===== src/adc_ctrl_pkg.sv =====
// constants, register map and types for the converter control block
// assumes an apb slave at a 100 MHz pclk; analog side is outside
package adc_ctrl_pkg;
  localparam logic [11:0] ctrl_off = 12'h000;
  localparam logic [11:0] ref_port_off = 12'h004;
  localparam logic [11:0] fmt_time_off = 12'h008;
  localparam logic [11:0] result_high_off = 12'h00C;
  localparam logic [11:0] result_low_off = 12'h010;
  localparam logic [11:0] status_off = 12'h014;
  // register field positions and converter constants
  localparam int ctrl_on_bit = 0;
  localparam int ctrl_go_bit = 1;
  localparam int ctrl_chan_lsb = 2;
  localparam int neg_ref_bit = 5;
  localparam int pos_ref_bit = 4;
  localparam int justify_bit = 7;
  localparam int acq_lsb = 3;
  localparam logic [3:0] port_cfg_strap_one = 4'h0;
  localparam logic [3:0] port_cfg_strap_zero = 4'h7;
  localparam logic [3:0] port_all_analog_max = 4'h4;
  localparam logic [3:0] chan_count = 4'hB;
  localparam int conv_periods = 11;
  localparam int post_conv_wait = 2;
  // one instruction cycle is four oscillator clocks
  localparam int instr_cycle_clocks = 4;
  localparam int rc_period_ns = 2000;
  localparam int clk_period_ns = 10;
  localparam int rc_period_cycles = rc_period_ns / clk_period_ns;
  typedef enum logic [2:0] {
    st_sample, st_start_wait, st_acquire, st_convert, st_settle
  } seq_state_t;
endpackage : adc_ctrl_pkg


===== src/adc_config_and_sequencer.sv =====
// converter registers and acquisition/conversion sequencer, apb slave
// assumes comparator and sample switch outside; strap valid at reset release
//
// Decided for this implementation: the APB slave port and the placing of the registers.
module adc_config_and_sequencer
  import adc_ctrl_pkg::*;
#(
  parameter int rc_cycles = rc_period_cycles
) (
  input wire logic pclk,
  input wire logic presetn,
  input wire logic psel,
  input wire logic penable,
  input wire logic pwrite,
  input wire logic [11:0] paddr,
  input wire logic [31:0] pwdata,
  output logic [31:0] prdata,
  output logic pready,
  output logic pslverr,
  input wire logic portb_analog_default,
  input wire logic sleep_mode,
  input wire logic comp_above,
  output logic hold_sample,
  output logic [9:0] dac_trial,
  output logic [3:0] channel_select,
  output logic [10:0] analog_input_en,
  output logic neg_ref_select,
  output logic pos_ref_select,
  output logic converter_on,
  output logic conv_done_irq_flag
);
  logic [3:0] chan_reg;
  logic on_reg;
  logic go_reg;
  logic neg_ref_reg;
  logic pos_ref_reg;
  logic [3:0] port_cfg_reg;
  logic justify_reg;
  logic [2:0] acq_reg;
  logic [2:0] clk_sel_reg;
  logic flag_reg;
  logic strap_taken_reg;
  logic [9:0] result_reg;
  logic [9:0] sar_reg;
  logic [4:0] count_reg;
  logic [1:0] start_reg;
  seq_state_t state_reg;
  logic strap_meta_reg;
  logic strap_sync_reg;
  logic sleep_meta_reg;
  logic sleep_sync_reg;

  logic wr_en;
  logic rd_en;
  logic hit_ctrl;
  logic hit_ref;
  logic hit_fmt;
  logic hit_rh;
  logic hit_rl;
  logic hit_stat;
  logic mapped;
  logic tick;
  logic rc_sel;
  logic clk_run;
  logic go_set;
  logic go_clear;
  logic conv_end;
  logic [4:0] acq_periods;
  logic [15:0] res_word;
  logic [9:0] sar_bit;
  logic [9:0] sar_keep;
  logic [7:0] cur_high;
  logic [7:0] cur_low;
  logic chan_bad;

  function automatic logic [4:0] acq_len(input logic [2:0] code);
    unique case (code)
      3'h0: acq_len = 5'd0;
      3'h1: acq_len = 5'd2;
      3'h2: acq_len = 5'd4;
      3'h3: acq_len = 5'd6;
      3'h4: acq_len = 5'd8;
      3'h5: acq_len = 5'd12;
      3'h6: acq_len = 5'd16;
      3'h7: acq_len = 5'd20;
    endcase
  endfunction : acq_len

  // apb decode, zero wait states
  assign pready = 1'b1;
  assign wr_en = psel && penable && pwrite;
  assign rd_en = psel && !penable && !pwrite;
  assign hit_ctrl = (paddr == ctrl_off);
  assign hit_ref = (paddr == ref_port_off);
  assign hit_fmt = (paddr == fmt_time_off);
  assign hit_rh = (paddr == result_high_off);
  assign hit_rl = (paddr == result_low_off);
  assign hit_stat = (paddr == status_off);
  assign mapped = hit_ctrl | hit_ref | hit_fmt | hit_rh | hit_rl | hit_stat;
  assign pslverr = psel && penable && !mapped;

  assign acq_periods = acq_len(acq_reg);
  assign go_set = wr_en && hit_ctrl && pwdata[ctrl_go_bit] && on_reg &&
                  !go_reg;
  // clearing go/done aborts; only a conversion ending in that same cycle still writes the result
  assign go_clear = wr_en && hit_ctrl && !pwdata[ctrl_go_bit];
  // bit clock only ticks after the start delay: four pclk cycles on rc, one otherwise
  assign clk_run = (state_reg != st_sample) &&
                   (state_reg != st_start_wait);
  // fixed dividers stop in sleep; only the rc source keeps going
  assign conv_end = (state_reg == st_convert) && tick &&
                    (count_reg == 5'(conv_periods - 1));
  assign chan_bad = (chan_reg >= chan_count);
  assign sar_bit = 10'h200 >> count_reg[3:0];
  assign sar_keep = comp_above ? sar_reg : (sar_reg & ~sar_bit);

  // justified result placement
  assign res_word = justify_reg ? {6'h00, result_reg} :
                                  {result_reg, 6'h00};
  assign cur_high = res_word[15:8];
  assign cur_low = res_word[7:0];

  adc_bit_clock #(
    .rc_cycles(rc_cycles)
  ) u_bit_clock (
    .pclk(pclk),
    .presetn(presetn),
    .run(clk_run && (rc_sel || !sleep_sync_reg)),
    .clk_sel(clk_sel_reg),
    .tick(tick),
    .rc_selected(rc_sel)
  );

  // registers, reset restores and module is off
  always_ff @(posedge pclk or negedge presetn) begin
    if (!presetn) begin
      chan_reg <= 4'h0;
      on_reg <= 1'b0;
      neg_ref_reg <= 1'b0;
      pos_ref_reg <= 1'b0;
      justify_reg <= 1'b0;
      acq_reg <= 3'h0;
      clk_sel_reg <= 3'h0;
    end else if (wr_en && hit_ctrl) begin
      chan_reg <= pwdata[ctrl_chan_lsb +: 4];
      on_reg <= pwdata[ctrl_on_bit];
    end else if (wr_en && hit_ref) begin
      neg_ref_reg <= pwdata[neg_ref_bit];
      pos_ref_reg <= pwdata[pos_ref_bit];
    end else if (wr_en && hit_fmt) begin
      justify_reg <= pwdata[justify_bit];
      acq_reg <= pwdata[acq_lsb +: 3];
      clk_sel_reg <= pwdata[2:0];
    end
  end

  // pins cross into pclk through two flops; no reset, so the strap
  // has long settled by the time reset lets go
  always_ff @(posedge pclk) begin
    strap_meta_reg <= portb_analog_default;
    strap_sync_reg <= strap_meta_reg;
    sleep_meta_reg <= sleep_mode;
    sleep_sync_reg <= sleep_meta_reg;
  end

  // strap sampled by a clocked process after reset release
  always_ff @(posedge pclk or negedge presetn) begin
    if (!presetn) begin
      port_cfg_reg <= 4'h0;
      strap_taken_reg <= 1'b0;
    end else if (!strap_taken_reg) begin
      strap_taken_reg <= 1'b1;
      port_cfg_reg <= strap_sync_reg ? port_cfg_strap_one :
                                             port_cfg_strap_zero;
    end else if (wr_en && hit_ref) begin
      port_cfg_reg <= pwdata[3:0];
    end
  end

  // done flag: hardware set wins over software clear
  always_ff @(posedge pclk or negedge presetn) begin
    if (!presetn) begin
      flag_reg <= 1'b0;
    end else if (conv_end) begin
      flag_reg <= 1'b1;
    end else if (wr_en && hit_stat && pwdata[0]) begin
      flag_reg <= 1'b0;
    end
  end

  // result pair has no reset so power-up contents stay unknown
  always_ff @(posedge pclk) begin
    if (conv_end) begin
      result_reg <= chan_bad ? 10'h3FF : sar_keep;
    end else if (wr_en && hit_rh) begin
      result_reg <= justify_reg ? {pwdata[1:0], result_reg[7:0]} :
                                  {pwdata[7:0], result_reg[1:0]};
    end else if (wr_en && hit_rl) begin
      result_reg <= justify_reg ? {result_reg[9:8], pwdata[7:0]} :
                                  {result_reg[9:2], pwdata[7:6]};
    end
  end

  // sequencer
  always_ff @(posedge pclk or negedge presetn) begin
    if (!presetn) begin
      state_reg <= st_sample;
      go_reg <= 1'b0;
      count_reg <= 5'd0;
      start_reg <= 2'd0;
      sar_reg <= 10'h000;
    end else if (!on_reg || (go_clear && go_reg)) begin
      // off: no settle wait, it would never end while held off
      state_reg <= (!on_reg || state_reg == st_sample) ? st_sample :
                                                         st_settle;
      go_reg <= 1'b0;
      count_reg <= 5'd0;
    end else begin
      unique case (state_reg)
        st_sample: begin
          if (go_set) begin
            go_reg <= 1'b1;
            start_reg <= 2'd0;
            count_reg <= 5'd0;
            state_reg <= st_start_wait;
          end
        end
        st_start_wait: begin
          // on rc one instruction cycle so a sleep can be entered first, one pclk otherwise
          start_reg <= start_reg + 2'd1;
          if (!rc_sel || start_reg == 2'(instr_cycle_clocks - 1)) begin
            state_reg <= (acq_periods == 5'd0) ? st_convert :
                                                 st_acquire;
            sar_reg <= 10'h200;
          end
        end
        st_acquire: begin
          if (tick) begin
            count_reg <= count_reg + 5'd1;
            if (count_reg == acq_periods - 5'd1) begin
              count_reg <= 5'd0;
              state_reg <= st_convert;
            end
          end
        end
        st_convert: begin
          if (tick) begin
            count_reg <= count_reg + 5'd1;
            if (count_reg < 5'd10) begin
              sar_reg <= sar_keep | (sar_bit >> 1);
            end
            if (conv_end) begin
              go_reg <= 1'b0;
              count_reg <= 5'd0;
              state_reg <= st_settle;
            end
          end
        end
        st_settle: begin
          if (tick) begin
            count_reg <= count_reg + 5'd1;
            if (count_reg == 5'(post_conv_wait - 1)) begin
              count_reg <= 5'd0;
              state_reg <= st_sample;
            end
          end
        end
      endcase
    end
  end

  // read mux, upper bits zero
  always_ff @(posedge pclk or negedge presetn) begin
    if (!presetn) begin
      prdata <= 32'h00000000;
    end else if (rd_en) begin
      prdata <= hit_ctrl ? {26'h0, chan_reg, go_reg, on_reg} :
                hit_ref ? {26'h0, neg_ref_reg, pos_ref_reg,
                           port_cfg_reg} :
                hit_fmt ? {24'h0, justify_reg, 1'b0, acq_reg,
                           clk_sel_reg} :
                hit_rh ? {24'h0, cur_high} :
                hit_rl ? {24'h0, cur_low} :
                hit_stat ? {31'h0, flag_reg} : 32'h00000000;
    end
  end

  // analog side controls
  assign hold_sample = (state_reg == st_convert) ||
                       (state_reg == st_settle);
  assign dac_trial = sar_reg;
  assign channel_select = chan_reg;
  assign neg_ref_select = neg_ref_reg;
  assign pos_ref_select = pos_ref_reg;
  assign converter_on = on_reg;
  assign conv_done_irq_flag = flag_reg;

  // input k is analog while code <= 4 + (10 - k)
  for (genvar k = 0; k < 11; k++) begin : g_port
    assign analog_input_en[k] = (port_cfg_reg <=
      port_all_analog_max + 4'(10 - k));
  end
endmodule : adc_config_and_sequencer


===== src/adc_bit_clock.sv =====
// bit-period enable generator for the converter
// assumes one pclk domain; rc source is a divider of pclk here
module adc_bit_clock
  import adc_ctrl_pkg::*;
#(
  parameter int rc_cycles = rc_period_cycles
) (
  input wire logic pclk,
  input wire logic presetn,
  input wire logic run,
  input wire logic [2:0] clk_sel,
  output logic tick,
  output logic rc_selected
);
  logic [7:0] div_reg;
  logic [7:0] div_next;
  logic [7:0] limit;

  // fixed dividers then internal rc
  assign rc_selected = (clk_sel[1:0] == 2'b11);
  assign limit = rc_selected ? 8'(rc_cycles - 1) :
                 (clk_sel == 3'b000) ? 8'h01 :
                 (clk_sel == 3'b001) ? 8'h07 :
                 (clk_sel == 3'b010) ? 8'h1F :
                 (clk_sel == 3'b100) ? 8'h03 :
                 (clk_sel == 3'b101) ? 8'h0F : 8'h3F;
  assign tick = run && (div_reg >= limit);
  assign div_next = !run ? 8'h00 : (tick ? 8'h00 : div_reg + 8'h01);

  always_ff @(posedge pclk or negedge presetn) begin
    if (!presetn) begin
      div_reg <= 8'h00;
    end else begin
      div_reg <= div_next;
    end
  end
endmodule : adc_bit_clock


===== config.mk =====
export PLATFORM = sky130hd
export DESIGN_NAME = adc_config_and_sequencer
export DESIGN_NICKNAME = d
export VERILOG_FILES = /design/src/adc_ctrl_pkg.sv /design/src/adc_config_and_sequencer.sv /design/src/adc_bit_clock.sv
export SDC_FILE = /design/constraint.sdc
export NUM_CORES = 1
export LEC_CHECK = 0
export ABC_AREA = 1
export BUFFER_PORTS_ARGS = -buffer_cell sky130_fd_sc_hd__buf_4
export CORE_MARGIN = 8
export CORE_UTILIZATION = 40
export CTS_CLUSTER_SIZE = 25
export DETAILED_ROUTE_END_ITERATION = 8
export MAX_ROUTING_LAYER = met4
export PLACE_DENSITY = 0.63
export SYNTH_ARGS = -nofsm -noshare
export SYNTH_HDL_FRONTEND = slang
export SYNTH_SLANG_ARGS = --single-unit

===== constraint.sdc =====
create_clock -name pclk -period 6.94 [get_ports pclk]
set_input_delay 0.694 -clock pclk [delete_from_list [all_inputs] [get_ports pclk]]
set_output_delay 0.694 -clock pclk [all_outputs]
set_load 0.03 [all_outputs]

# == After elaboration in Yosys (flattened, before gate mapping) ==
# Memory sizes are Yosys's and may differ from the RTL's.
# Index checks and enable logic that the tools add are counted.
# word_totals
register_bits,95
rom_bits,32
in_bits,52
output_inout_bits,64
wordCells,206
memories,1
# op_classes
add_sub_neg,4
order_cmp,14
eq_ne,34
n_shift,1
muxes,59
n_bitwise,11
reduce_logical,58
# memory_table
memory,depth,width,read_ports,rd_ports_with_merged_regs,write_ports,line,text
(no name shown),8,4,1,0,0,adc_config_and_sequencer.sv:77,unique case (code)
# op_table
operator,count
two-way mux 8 bit,14
two-way mux 10 bit,8
two-way mux 5 bit,8
two-way mux 3 bit,11
"<= comparator 4 bit, second input constant",7
"!= test 3 bit, second input constant",9
"equality test 12 x 4 -> 1 bit, second input constant",2
"equality test 12 x 5 -> 1 bit, second input constant",2
logical AND 1 bit,22
one-hot mux 10 bit (2 select lines),1
one-hot mux 5 bit (4 select lines),1
"<= comparator 4 x 3 -> 1 bit, second input constant",4
two-way mux 16 bit,1
one-hot mux 3 bit (5 select lines),1
"equality test 12 x 3 -> 1 bit, second input constant",1
logical NOT 12 bit,1
nonzero test 3 bit,4
bitwise AND 10 bit,1
"!= test 2 bit, second input constant",5
inverter 10 bit,1
OR 10 x 9 -> 10 bit,1
AND reduction 5 bit,2
nonzero test 2 bit,5
">> shifter 10 x 4 -> 10 bit, first input constant",1
33 further kinds,68

# == Depth between registers and ports, before layout ==
# Gate-level depths: netlist (run 1).
# depth
word_depth,15
mapped_depth,17
depth_no_buf,17

# == Modules after synthesis ==
# From an unflattened synthesis (run 1), not the netlist that was laid out.
# hier_totals
hier_cells,638
hier_area_um2,4820.9
# by_module_without_submodules
module,instances,cells_each,area_per_inst_um2,seq_area_each_um2
adc_config_and_sequencer,1,561,4229.1,1606.5
adc_bit_clock,1,77,591.8,200.2

# == Worst setup path before layout (run 1) ==
# OpenSTA, ideal clock, no wires.
# synth_timing
path_type,input to output
from,input paddr[6]
to,output pslverr
arrival_ns,2.059
required_ns,6.246
path_slack_ns,4.187
cell_stages,8
path_cell_list,clkinv_1 nand2_1 nor2_4 nand2_1 inv_2 nor2_1 nand4_1 nor3_1
# synth_via
elab_chain_cells,8
word_cells_on_any_way,13
classes_between,eq/ne: 5; bitwise: 5; reduce/logical: 3
# synth_lines
element,line,text
from (decl),adc_config_and_sequencer.sv:15,"input wire logic [11:0] paddr,"
equality test 12 x 3 -> 1 bit or logical NOT 12 bit (tied branches),"adc_config_and_sequencer.sv:94, adc_config_and_sequencer.sv:93",
OR 1 bit (4 in a row),adc_config_and_sequencer.sv:99,assign mapped = hit_ctrl | hit_ref | hit_fmt | hit_rh | hit_rl | hit_stat;
OR 1 bit *,adc_config_and_sequencer.sv:99,
logical NOT 1 bit *,adc_config_and_sequencer.sv:100,assign pslverr = psel && penable && !mapped;
logical AND 1 bit *,adc_config_and_sequencer.sv:100,
to (decl),adc_config_and_sequencer.sv:19,"output logic pslverr,"
# Every way passes the cells marked *; elsewhere a longest branch is shown, timed or not.

# == Worst setup path after layout (run 1) ==
# layout_timing
from,register clk_sel_reg[1]
to,register result_reg[4] (enable)
# layout_via
elab_chain_cells,13
word_cells_on_any_way,22
classes_between,order compare: 1; eq/ne: 6; mux: 6; reduce/logical: 9
# layout_lines
element,line,text
from (decl),adc_config_and_sequencer.sv:40,logic [2:0] clk_sel_reg;
from (signal assigned),adc_config_and_sequencer.sv:153,clk_sel_reg <= pwdata[2:0];
equality test 3 bit,adc_bit_clock.sv:26,(clk_sel == 3'b101) ? 8'h0F : 8'h3F;
two-way mux 6 bit,adc_bit_clock.sv:26,
two-way mux 8 bit,adc_bit_clock.sv:25,(clk_sel == 3'b100) ? 8'h03 :
two-way mux 8 bit,adc_bit_clock.sv:24,(clk_sel == 3'b010) ? 8'h1F :
two-way mux 8 bit,adc_bit_clock.sv:23,(clk_sel == 3'b001) ? 8'h07 :
two-way mux 8 bit,adc_bit_clock.sv:22,(clk_sel == 3'b000) ? 8'h01 :
two-way mux 8 bit,adc_bit_clock.sv:21,assign limit = rc_selected ? 8'(rc_cycles - 1) :
>= comparator 8 bit,adc_bit_clock.sv:27,assign tick = run && (div_reg >= limit);
logical AND 1 bit *,adc_bit_clock.sv:27,
logical AND 1 bit * (2 in a row),adc_config_and_sequencer.sv:111,assign conv_end = (state_reg == st_convert) && tick &&
!= test 3 bit (no source line) or nonzero test 3 bit (tied branches),--,
AND reduction 3 bit (no source line) *,--,
to (signal assigned),adc_config_and_sequencer.sv:194,result_reg <= chan_bad ? 10'h3FF : sar_keep;
to (signal assigned),adc_config_and_sequencer.sv:196,"result_reg <= justify_reg ? {pwdata[1:0], result_reg[7:0]} :"
to (signal assigned),adc_config_and_sequencer.sv:199,"result_reg <= justify_reg ? {result_reg[9:8], pwdata[7:0]} :"
to (decl),adc_config_and_sequencer.sv:43,logic [9:0] result_reg;
# Marks and branches as above.
# A chain may end at the register's enable or synchronous reset.

==> flow_metrics.env, run 1 <==
export IMPL_setup_viol=0
export IMPL_grt_pass1_vias=4379
export IMPL_finalHoldViolCount=0
export IMPL_p_per_area_nw_per_um2=177.9
export IMPL_drc=0
export IMPL_cts_root_buffer="clkbuf_16"
export IMPL_hold_path_class="reg2reg"
export IMPL_synth_mux_area_share_pct=0.4144
export IMPL_p_clk_share_pct=50.3
export IMPL_fin_crit_ps=3075
export IMPL_hold_ws_ps=325.4
export IMPL_wl_per_cell_um=14.63
export IMPL_timing_rr_start="clk_sel_reg[1]$_DFFE_PN0P_"
export IMPL_ff2ff_path_depth=11
export IMPL_status="finished clean"
export IMPL_power_leakage_nw=2.823
export IMPL_synth_compound_area_share_pct=12.41
export IMPL_cts_sinks=71
export IMPL_cts_tree="built"
export IMPL_min_from="sleep_meta_reg$_DFF_P_"
export IMPL_max_clock_path_buffers=2
export IMPL_drt_pass1_iterations=5
export IMPL_fin_cells=879
export IMPL_synth_distinct_cells=47
export IMPL_antenna_found_initial=0
export IMPL_rsz0062_at_grt="false"
export IMPL_seq_power_share_pct=42.5
export IMPL_ys_warn_count=0
export IMPL_avgSynthCellArea_um2=7.297
export IMPL_ctsResizeCount=0
export IMPL_numCtsBuffers=9
export IMPL_worst_path_max_fanout=23
export IMPL_grt_max_degree=58
export IMPL_syn_inst=662
export IMPL_dp_hpwl_um=9925
export IMPL_synthAdderAreaFrac_pct=4.144
export IMPL_preCtsSetupSlack_ps=3876
export IMPL_power_switching_mw=0.2326
export IMPL_slew_violations=0
export IMPL_drt_iter0_markers=335
export IMPL_ios=116
export IMPL_synth_edf_count=10
export IMPL_cts_setup_buffers=0
export IMPL_fin_area_um2=5689
export IMPL_cp_required_ps=6910
export IMPL_tightest_slew_ps=907.1
export IMPL_dieArea_um2=15850
export IMPL_grt_usage_pct=16.69
export IMPL_area_delta_synth_final_pct=17.77
export IMPL_diodes=0
export IMPL_worstPathArrival_ps=3050
export IMPL_cts_htree_levels=3
export IMPL_dp_cells=863
export IMPL_end_kind="flop"
export IMPL_fmax_ghz=0.3252
export IMPL_core_rowCount=40
export IMPL_fin_crit_sh_pct=44.30
export IMPL_synth_top_family_by_area="simple AND/OR/NAND/NOR gates"
export IMPL_placed_area_um2=5364
export IMPL_clk_pin_slew_ps=60
export IMPL_synth_simple_area_share_pct=32.30
export IMPL_cp_start_kind="flop"
export IMPL_place_gp_congestion=0.9082
export IMPL_die_y_um=125.9
export IMPL_reg2reg_slack_ps=3870
export IMPL_start_util_pct=40.56
export IMPL_hold_depth=0
export IMPL_cts_hold_buf=0
export IMPL_viasPerCell=5.160
export IMPL_p_int_mw=0.7794
export IMPL_worst_setup_path_type="reg2reg"
export IMPL_overflow=0
export IMPL_port_buffers=66
export IMPL_synthFlopType="dfrtp_1"
export IMPL_fin_nets=795
export IMPL_ys_seq_elements=71
export IMPL_ant_nets=0
export IMPL_reg2reg_to="result_reg[4]$_DFFE_PP_"
export IMPL_syn_area_um2=4831
export IMPL_wirelength_um=12860
export IMPL_die_w_um=125.9
export IMPL_yosys_area_top_type="dfrtp_1"
export IMPL_fin_skew_ps=4.529
export IMPL_ys_seq_area_share_pct=37.40
export IMPL_grt_pass1_wl_um=21160
export IMPL_ys_top_cells_by_area="dfrtp_1 30%, nand2_1 13%, edfxtp_1 6.2%"
export IMPL_min_to="sleep_sync_reg$_DFF_P_"
export IMPL_dr_total_vias=4536
export IMPL_synthXorXnorAreaFrac_pct=1.088
export IMPL_core_um2=11910
export IMPL_peakVddDrop_mv=0.09753
export IMPL_clock_latency_ps=330
export IMPL_comb_power_share_pct=7.2
export IMPL_setup_ws_ps=3865
export IMPL_setup_tns_ps=0
export IMPL_p_sw_share_pct=22.98
export IMPL_async_flop_share_pct=80.28
export IMPL_yosysTopAreaCellShare_pct=29.53
export IMPL_drive_above_1_share_pct=17.49
export IMPL_maxCapViolations=0
export IMPL_slew_headroom_pct=39.36
-- through the flow --
step / utilization, % / power (mW)
floorplan: - / 0.4868
global placement: 45.03 / 0.5089
detailed placement: 45.03 / 0.5107
CTS: 47.76 / 1.023
global route: 47.76 / 1.045
finish: 47.76 / 1.012
-- worst max path at each step --
stage | start | to | slack (ps) | cells past startpoint
floorplan | paddr[6] | pslverr | 4190 | 8
global placement | clk_sel_reg[1]$_DFFE_PN0P_ | result_reg[3]$_DFFE_PP_ | 3920 | 11
detailed placement | clk_sel_reg[1]$_DFFE_PN0P_ | result_reg[4]$_DFFE_PP_ | 3880 | 11
CTS | clk_sel_reg[1]$_DFFE_PN0P_ | result_reg[4]$_DFFE_PP_ | 3850 | 11
global route | clk_sel_reg[1]$_DFFE_PN0P_ | result_reg[3]$_DFFE_PP_ | 3470 | 12
finish | clk_sel_reg[1]$_DFFE_PN0P_ | result_reg[4]$_DFFE_PP_ | 3870 | 11
-- cell usage after synthesis, types with 4 or more instances --
cell,instances
nand4_1,14
nand3_1,56
a31oi_1,8
buf_4,26
inv_1,75
o21ai_0,36
nor3_1,10
o211ai_1,5
nor3_2,5
a21oi_1,25
o21ai_1,22
dfxtp_1,4
nor2_2,5
inv_2,12
buf_2,6
dfrtp_1,57
ha_1,16
clkbuf_1,4
nand2_2,4
nand2_1,171
nand3_2,4
xor2_1,5
nor2_1,47
edfxtp_1,10
nor2_4,6
-- worst max-delay path: stages (launching register included) --
cell      delay [ps]
dfrtp_1          460
nand2_2          190
o211ai_1         120
ha_1             300
nand2_1           50
inv_1             50
nand2_1           40
nand2_1           70
nand2_1           70
nand2_1          120
nand3_1          650
o211ai_1         590
-- layout make-up --
class,count,area [um^2]
clock buffers,13,260.3
clock inverters,3,65.06
fillers,1204,6222
inverters,90,340.3
multi-input cells,488,2530
flip-flops and latches,71,1807
well taps,147,183.9
repair buffers,67,503.0
-- logic make-up after synthesis --
kind of cell | Yosys count
simple gates | 332
buf+inv | 127
compound gates | 106
flops | 71
fa+ha+maj | 16
xor+xnor | 6
other cells | 2
mux | 2
-- power groups by stage --
stage               registers, mW  clock network (mW)  logic [mW]
floorplan                   0.438                   0      0.0485
global placement            0.438                   0      0.0714
CTS                         0.430               0.520      0.0731
finish                      0.430               0.509      0.0730
detailed placement          0.438                   0      0.0730
global route                0.430               0.536      0.0793
-- per-layer routing --
metal | GRT usage (%) | share of wire, % | wire length [um] | up-vias
li1 | - | - | - | 2253
met4 | 5.379 | 1.6 | 212 | 0
met3 | 4.515 | 7.4 | 950 | 16
met1 | 19.75 | 46 | 5854 | 2091
met2 | 27.09 | 45 | 5842 | 176
met5 | - | 0 | 0 | -
-- cells in the final DEF (no fill, tap or decap), types with 4 or more instances in the layout --
cell	n
o21ai_0	36
nor3_2	5
o211ai_1	5
o21ai_1	22
nor2_2	5
conb_1	26
nor3_1	10
inv_1	75
nor2_1	47
dfrtp_1	57
a21oi_1	25
inv_2	12
nand4_1	14
nand2_2	4
nand2_1	171
clkbuf_16	9
nand3_1	56
buf_4	67
ha_1	16
edfxtp_1	10
dfxtp_1	4
xor2_1	5
a31oi_1	8
nor2_4	6
nand3_2	4
Power figures use the tool's default switching activity.
==> inputs of run 2 (changes only) <==
--- a/config.mk
+++ b/config.mk
@@ -12,7 +12,7 @@
 export CTS_CLUSTER_SIZE = 25
 export DETAILED_ROUTE_END_ITERATION = 8
 export MAX_ROUTING_LAYER = met4
-export PLACE_DENSITY = 0.63
+export PLACE_DENSITY = 0.65
 export SYNTH_ARGS = -nofsm -noshare
 export SYNTH_HDL_FRONTEND = slang
 export SYNTH_SLANG_ARGS = --single-unit
==> constraint.sdc (replaced) <==
create_clock -name pclk -period 2.7 [get_ports pclk]
set_input_delay 0.27 -clock pclk [delete_from_list [all_inputs] [get_ports pclk]]
set_output_delay 0.27 -clock pclk [all_outputs]
set_load 0.03 [all_outputs]
==> run 2 against run 1 <==
First-iteration DRC count rose by 17%. Utilization is 0.20 points higher. Count of clock-buffer cells in the layout is 1 lower. Sequential cell count is the same. Worst hold slack worse by 320 ps. Critical path depth is the same. Via count fell by 0.31%. Sequential share of layout area down 0.13 points. Die area did not move. Non-clock buffer count is 6 higher. Critical path type unchanged.
==> flow_metrics.env, run 2 (same netlist as run 1, synthesis figures left out) <==
export IMPL_drt_iter0_markers=392
export IMPL_final_common_cell="nand2_1"
export IMPL_drc=0
export IMPL_drt_pass1_iterations=7
export IMPL_critPathMaxStageDelay_ps=450
export IMPL_cp_required_ps=2660
export IMPL_worst_setup_path_type="reg2reg"
export IMPL_cp_cell_sequence="nand2_2 -> o211ai_1 -> ha_1 -> nand2_1 -> inv_1 -> nand2_1 -> nand2_1 -> nand2_1 -> nand2_1 -> nand3_2 -> o211ai_1"
export IMPL_fillCellCount=1177
export IMPL_crit_start="clk_sel_reg[1]$_DFFE_PN0P_"
export IMPL_cts_htree_levels=3
export IMPL_numCtsBuffers=9
export IMPL_reg2reg_slack_ps=250
export IMPL_fin_skew_ps=8.277
export IMPL_place_gp_congestion=0.9174
export IMPL_cp_common_cell="nand2_1"
export IMPL_dp_hpwl_um=9936
export IMPL_peakVddDrop_mv=0.2731
export IMPL_crit_slowest_cell="dfrtp_1"
export IMPL_grt_max_degree=58
export IMPL_die_w_um=125.9
export IMPL_overflow=0
export IMPL_ctsResizeCount=0
export IMPL_core_rowCount=40
export IMPL_grt_pass1_wl_um=21560
export IMPL_tightest_slew_ps=738.3
export IMPL_max_clock_path_buffers=2
export IMPL_core_um2=11910
export IMPL_dr_total_vias=4522
export IMPL_mostFrequentLayoutCells="171 x nand2_1, 75 x inv_1, 73 x buf_4, 57 x dfrtp_1, 55 x nand3_1"
export IMPL_clk_pin_slew_ps=60
export IMPL_drive_above_1_share_pct=18.29
export IMPL_timing_rr_start="clk_sel_reg[1]$_DFFE_PN0P_"
export IMPL_setup_tns_ps=0
export IMPL_worst_path_max_fanout=13
export IMPL_final_util_pct=47.96
export IMPL_worstPathArrival_ps=2410
export IMPL_ios=116
export IMPL_p_per_area_nw_per_um2=436.5
export IMPL_setup_viol=0
export IMPL_slew_headroom_pct=50.78
export IMPL_start_util_pct=40.56
export IMPL_fin_crit_ps=2450
export IMPL_antenna_found_initial=0
export IMPL_end_kind="flop"
export IMPL_path_depth=11
export IMPL_fin_nets=801
export IMPL_grt_pass1_vias=4465
export IMPL_grt_usage_pct=16.75
export IMPL_cts_hold_buf=0
export IMPL_reg2reg_to="result_reg[4]$_DFFE_PP_"
export IMPL_wl_per_cell_um=14.38
export IMPL_maxCapViolations=0
export IMPL_multi_input_area_um2=2535
export IMPL_area_sequential_um2=1807
export IMPL_dieArea_um2=15850
export IMPL_power_leakage_nw=2.833
export IMPL_area_delta_synth_final_pct=18.26
export IMPL_viasPerCell=5.110
export IMPL_fmax_ghz=0.4082
export IMPL_clock_latency_ps=330
export IMPL_ff2ff_path_depth=11
export IMPL_wirelength_um=12730
export IMPL_cts_tree="built"
export IMPL_die_y_um=125.9
export IMPL_finalHoldViolCount=0
export IMPL_fin_crit_sh_pct=90.74
export IMPL_status="finished clean"
export IMPL_crit_buf_inv=1
export IMPL_diodes=0
export IMPL_slew_violations=0
export IMPL_rsz0062_at_grt="false"
export IMPL_hold_path_class="in2async"
export IMPL_port_buffers=66
export IMPL_cts_root_buffer="clkbuf_16"
export IMPL_cp_top_family="simple AND/OR/NAND/NOR gates"
export IMPL_cp_start_kind="flop"
export IMPL_ant_nets=0
export IMPL_cp_endpoint="result_reg[4]$_DFFE_PP_"
export IMPL_cts_setup_buffers=0
export IMPL_cts_sinks=71
[run 2: where the power goes]
| part | leakage [nW] | internal [mW] | switching [mW] |
|---|---|---|---|
| Clock | 0.144 | 0.745 | 0.457 |
| Combinational | 1.83 | 0.0517 | 0.135 |
| Sequential | 0.864 | 1.09 | 0.0120 |
| Total | 2.83 | 1.89 | 0.604 |
[run 2: metrics by stage]
stage,hold slack (ps),power (mW),std cells,instance area (um^2),worst slack [ps]
floorplan,-25.59,1.251,686,4921,431.3
global placement,315.5,1.308,869,5409,102.4
detailed placement,318.4,1.311,869,5409,6.345
CTS,29.58,2.516,885,5708,16.95
global route,28.39,2.573,885,5713,18.40
finish,7.329,2.494,885,5713,250.0
[run 2: area by class of cell]
cell class	count	area share, %
multi-input cells	488	44.37
flip-flops and latches	71	31.63
repair buffers	73	9.593
inverters	90	5.957
clock buffers	12	4.314
well taps	147	3.219
clock inverters	4	0.9198
[run 2: worst min-delay path by stage]
stage | startpoint | end | slack, ps | cells after the start
after floorplan | presetn | acq_reg[0]$_DFFE_PN0P_ | -30 | 0
after global placement | sleep_meta_reg$_DFF_P_ | sleep_sync_reg$_DFF_P_ | 320 | 0
after detailed placement | sleep_meta_reg$_DFF_P_ | sleep_sync_reg$_DFF_P_ | 320 | 0
after CTS | sleep_mode | sleep_meta_reg$_DFF_P_ | 30 | 1
after global routing | portb_analog_default | strap_meta_reg$_DFF_P_ | 30 | 1
final | presetn | state_reg[0]$_DFFE_PN0P_ | 7 | 1
[run 2: metal layers]
metal	wire length [um]	vias to the layer above	track usage (%)
met5	0	-	-
met4	212	0	4.671
met3	874	17	4.177
met2	5882	156	26.56
met1	5757	2078	20.84
li1	-	2271	-
==> inputs of run 3 (changes only) <==
--- a/config.mk
+++ b/config.mk
@@ -7,11 +7,9 @@
 export LEC_CHECK = 0
 export ABC_AREA = 1
 export BUFFER_PORTS_ARGS = -buffer_cell sky130_fd_sc_hd__buf_4
-export CORE_MARGIN = 8
 export CORE_UTILIZATION = 40
 export CTS_CLUSTER_SIZE = 25
 export DETAILED_ROUTE_END_ITERATION = 8
-export MAX_ROUTING_LAYER = met4
 export PLACE_DENSITY = 0.65
 export SYNTH_ARGS = -nofsm -noshare
 export SYNTH_HDL_FRONTEND = slang
==> run 3 against run 2 <==
The run now ends with design-rule violations, negative hold slack left. Clock skew grew 0.61 ps. Fmax grew 1.2%. First-iteration DRC count shrank 28%.
==> flow_metrics.env, run 3 (same netlist as run 1, synthesis figures left out) <==
export IMPL_status="complete, but fails checks"
export IMPL_violations="design-rule violations, negative hold slack"
export IMPL_diodes=0
export IMPL_final_common_cell="nand2_1"
export IMPL_cts_hold_buf=0
export IMPL_worst_path_max_fanout=11
export IMPL_cp_start_kind="flop"
export IMPL_die_y_um=111.9
export IMPL_dp_hpwl_um=9362
export IMPL_drt_iter0_markers=282
export IMPL_fmax_ghz=0.4131
export IMPL_worst_setup_path_type="reg2reg"
export IMPL_fin_crit_sh_pct=89.65
export IMPL_ant_nets=0
export IMPL_cp_required_ps=2670
export IMPL_drive_above_1_share_pct=18.07
export IMPL_hold_path_class="in2async"
export IMPL_clk_pin_slew_ps=60
export IMPL_dr_total_vias=4472
export IMPL_maxCapViolations=0
export IMPL_rsz0062_at_grt="false"
export IMPL_antenna_found_initial=0
export IMPL_overflow=0
export IMPL_numCtsBuffers=9
export IMPL_worstPathArrival_ps=2390
export IMPL_timing_rr_start="clk_sel_reg[1]$_DFFE_PN0P_"
export IMPL_core_um2=11610
export IMPL_wirelength_um=12100
export IMPL_drc=13
export IMPL_area_delta_synth_final_pct=17.92
export IMPL_power_leakage_nw=2.827
export IMPL_wl_per_cell_um=13.77
export IMPL_reg2reg_slack_ps=280
export IMPL_port_buffers=66
export IMPL_die_w_um=111.9
export IMPL_reg2reg_to="result_reg[2]$_DFFE_PP_"
export IMPL_cts_sinks=71
export IMPL_drt_pass1_iterations=7
export IMPL_end_kind="flop"
export IMPL_tightest_slew_ps=756.4
export IMPL_dieArea_um2=12520
export IMPL_ff2ff_path_depth=11
export IMPL_placed_area_um2=5389
export IMPL_peakVddDrop_mv=0.2969
export IMPL_setup_ws_ps=279.4
export IMPL_grt_usage_pct=20.44
export IMPL_preCtsSetupSlack_ps=91.84
export IMPL_start_util_pct=41.60
export IMPL_clock_latency_ps=330
export IMPL_setup_viol=0
export IMPL_viasPerCell=5.088
export IMPL_finalHoldViolCount=12
export IMPL_grt_pass1_wl_um=20550
export IMPL_grt_max_degree=58
export IMPL_hold_ws_ps=-13.40
export IMPL_cts_setup_buffers=0
export IMPL_fin_skew_ps=8.890
export IMPL_cts_tree="built"
export IMPL_slew_violations=0
export IMPL_setup_tns_ps=0
export IMPL_crit_start="clk_sel_reg[1]$_DFFE_PN0P_"
export IMPL_final_util_pct=49.05
export IMPL_p_per_area_nw_per_um2=438.7
export IMPL_place_gp_congestion=0.8749
export IMPL_slew_headroom_pct=49.57
export IMPL_cp_endpoint="result_reg[2]$_DFFE_PP_"
export IMPL_fin_nets=799
export IMPL_ios=116
export IMPL_core_rowCount=39
export IMPL_mostFrequentLayoutCells="171 x nand2_1, 75 x inv_1, 71 x buf_4, 57 x dfrtp_1, 55 x nand3_1"
export IMPL_max_clock_path_buffers=2
export IMPL_fin_crit_ps=2421
export IMPL_grt_pass1_vias=4225
export IMPL_cts_htree_levels=3
export IMPL_cts_root_buffer="clkbuf_16"
export IMPL_fin_area_um2=5697
==> run 3: worst min path at each step <==
stage | to | slack [ps] | cells after the start | startpoint
3_5_place_dp | sleep_sync_reg$_DFF_P_ | 320 | 0 | sleep_meta_reg$_DFF_P_
6_report | dac_trial[0]$_DFFE_PN0P_ | -10 | 1 | presetn
2_1_floorplan | acq_reg[0]$_DFFE_PN0P_ | -30 | 0 | presetn
3_3_place_gp | sleep_sync_reg$_DFF_P_ | 320 | 0 | sleep_meta_reg$_DFF_P_
5_1_grt | sleep_meta_reg$_DFF_P_ | 40 | 1 | sleep_mode
4_1_cts | dac_trial[0]$_DFFE_PN0P_ | 40 | 1 | presetn
==> run 3: area by class of cell <==
| cell class | count | area (um^2) |
|---|---|---|
| Clock buffer | 13 | 260.3 |
| Clock inverter | 3 | 42.54 |
| Fill cell | 1135 | 5917 |
| Inverter | 90 | 340.3 |
| Multi-Input combinational cell | 488 | 2535 |
| Sequential cell | 71 | 1807 |
| Tap cell | 143 | 178.9 |
| Timing Repair Buffer | 71 | 533.0 |
==> run 3: layer usage <==
layer	track usage [%]	vias to the layer above	part of all wire (%)
met1	27.30	2042	46
li1	-	2262	-
met5	0	-	0
met4	6.126	0	1.4
met2	33.75	153	47
met3	3.647	15	5.6
==> run 3: report_power, final <==
| part | switching [mW] | internal (mW) | leakage (nW) | total (mW) |
|---|---|---|---|---|
| Clock | 0.445 | 0.765 | 0.146 | 1.21 |
| Combinational | 0.133 | 0.0516 | 1.82 | 0.184 |
| Sequential | 0.0121 | 1.09 | 0.864 | 1.11 |
==> run 3: repair_timing <==
action | in CTS | in global routing
hold endpoints to repair | 0 | 0
resized for setup | 0 | 1
setup endpoints to repair | 0 | 20
==> run 3: critical path, stage by stage (launching register included) <==
cell and delay (ps):
dfrtp_1 450, nand2_2 180, o211ai_1 120, ha_1 300, nand2_1 50, inv_1 40
nand2_1 50, nand2_1 60, nand2_1 60, nand2_1 140, nand3_2 250, o211ai_1 350
==> run 3: per-stage QoR <==
step                      hold WS (ps)  cells  power (mW)
after global routing             36.35    879       2.582
final                           -13.40    879       2.499
after detailed placement         323.9    863       1.311
after floorplan                 -25.59    686       1.251
after CTS                        35.63    879       2.521
after global placement           315.6    863       1.307
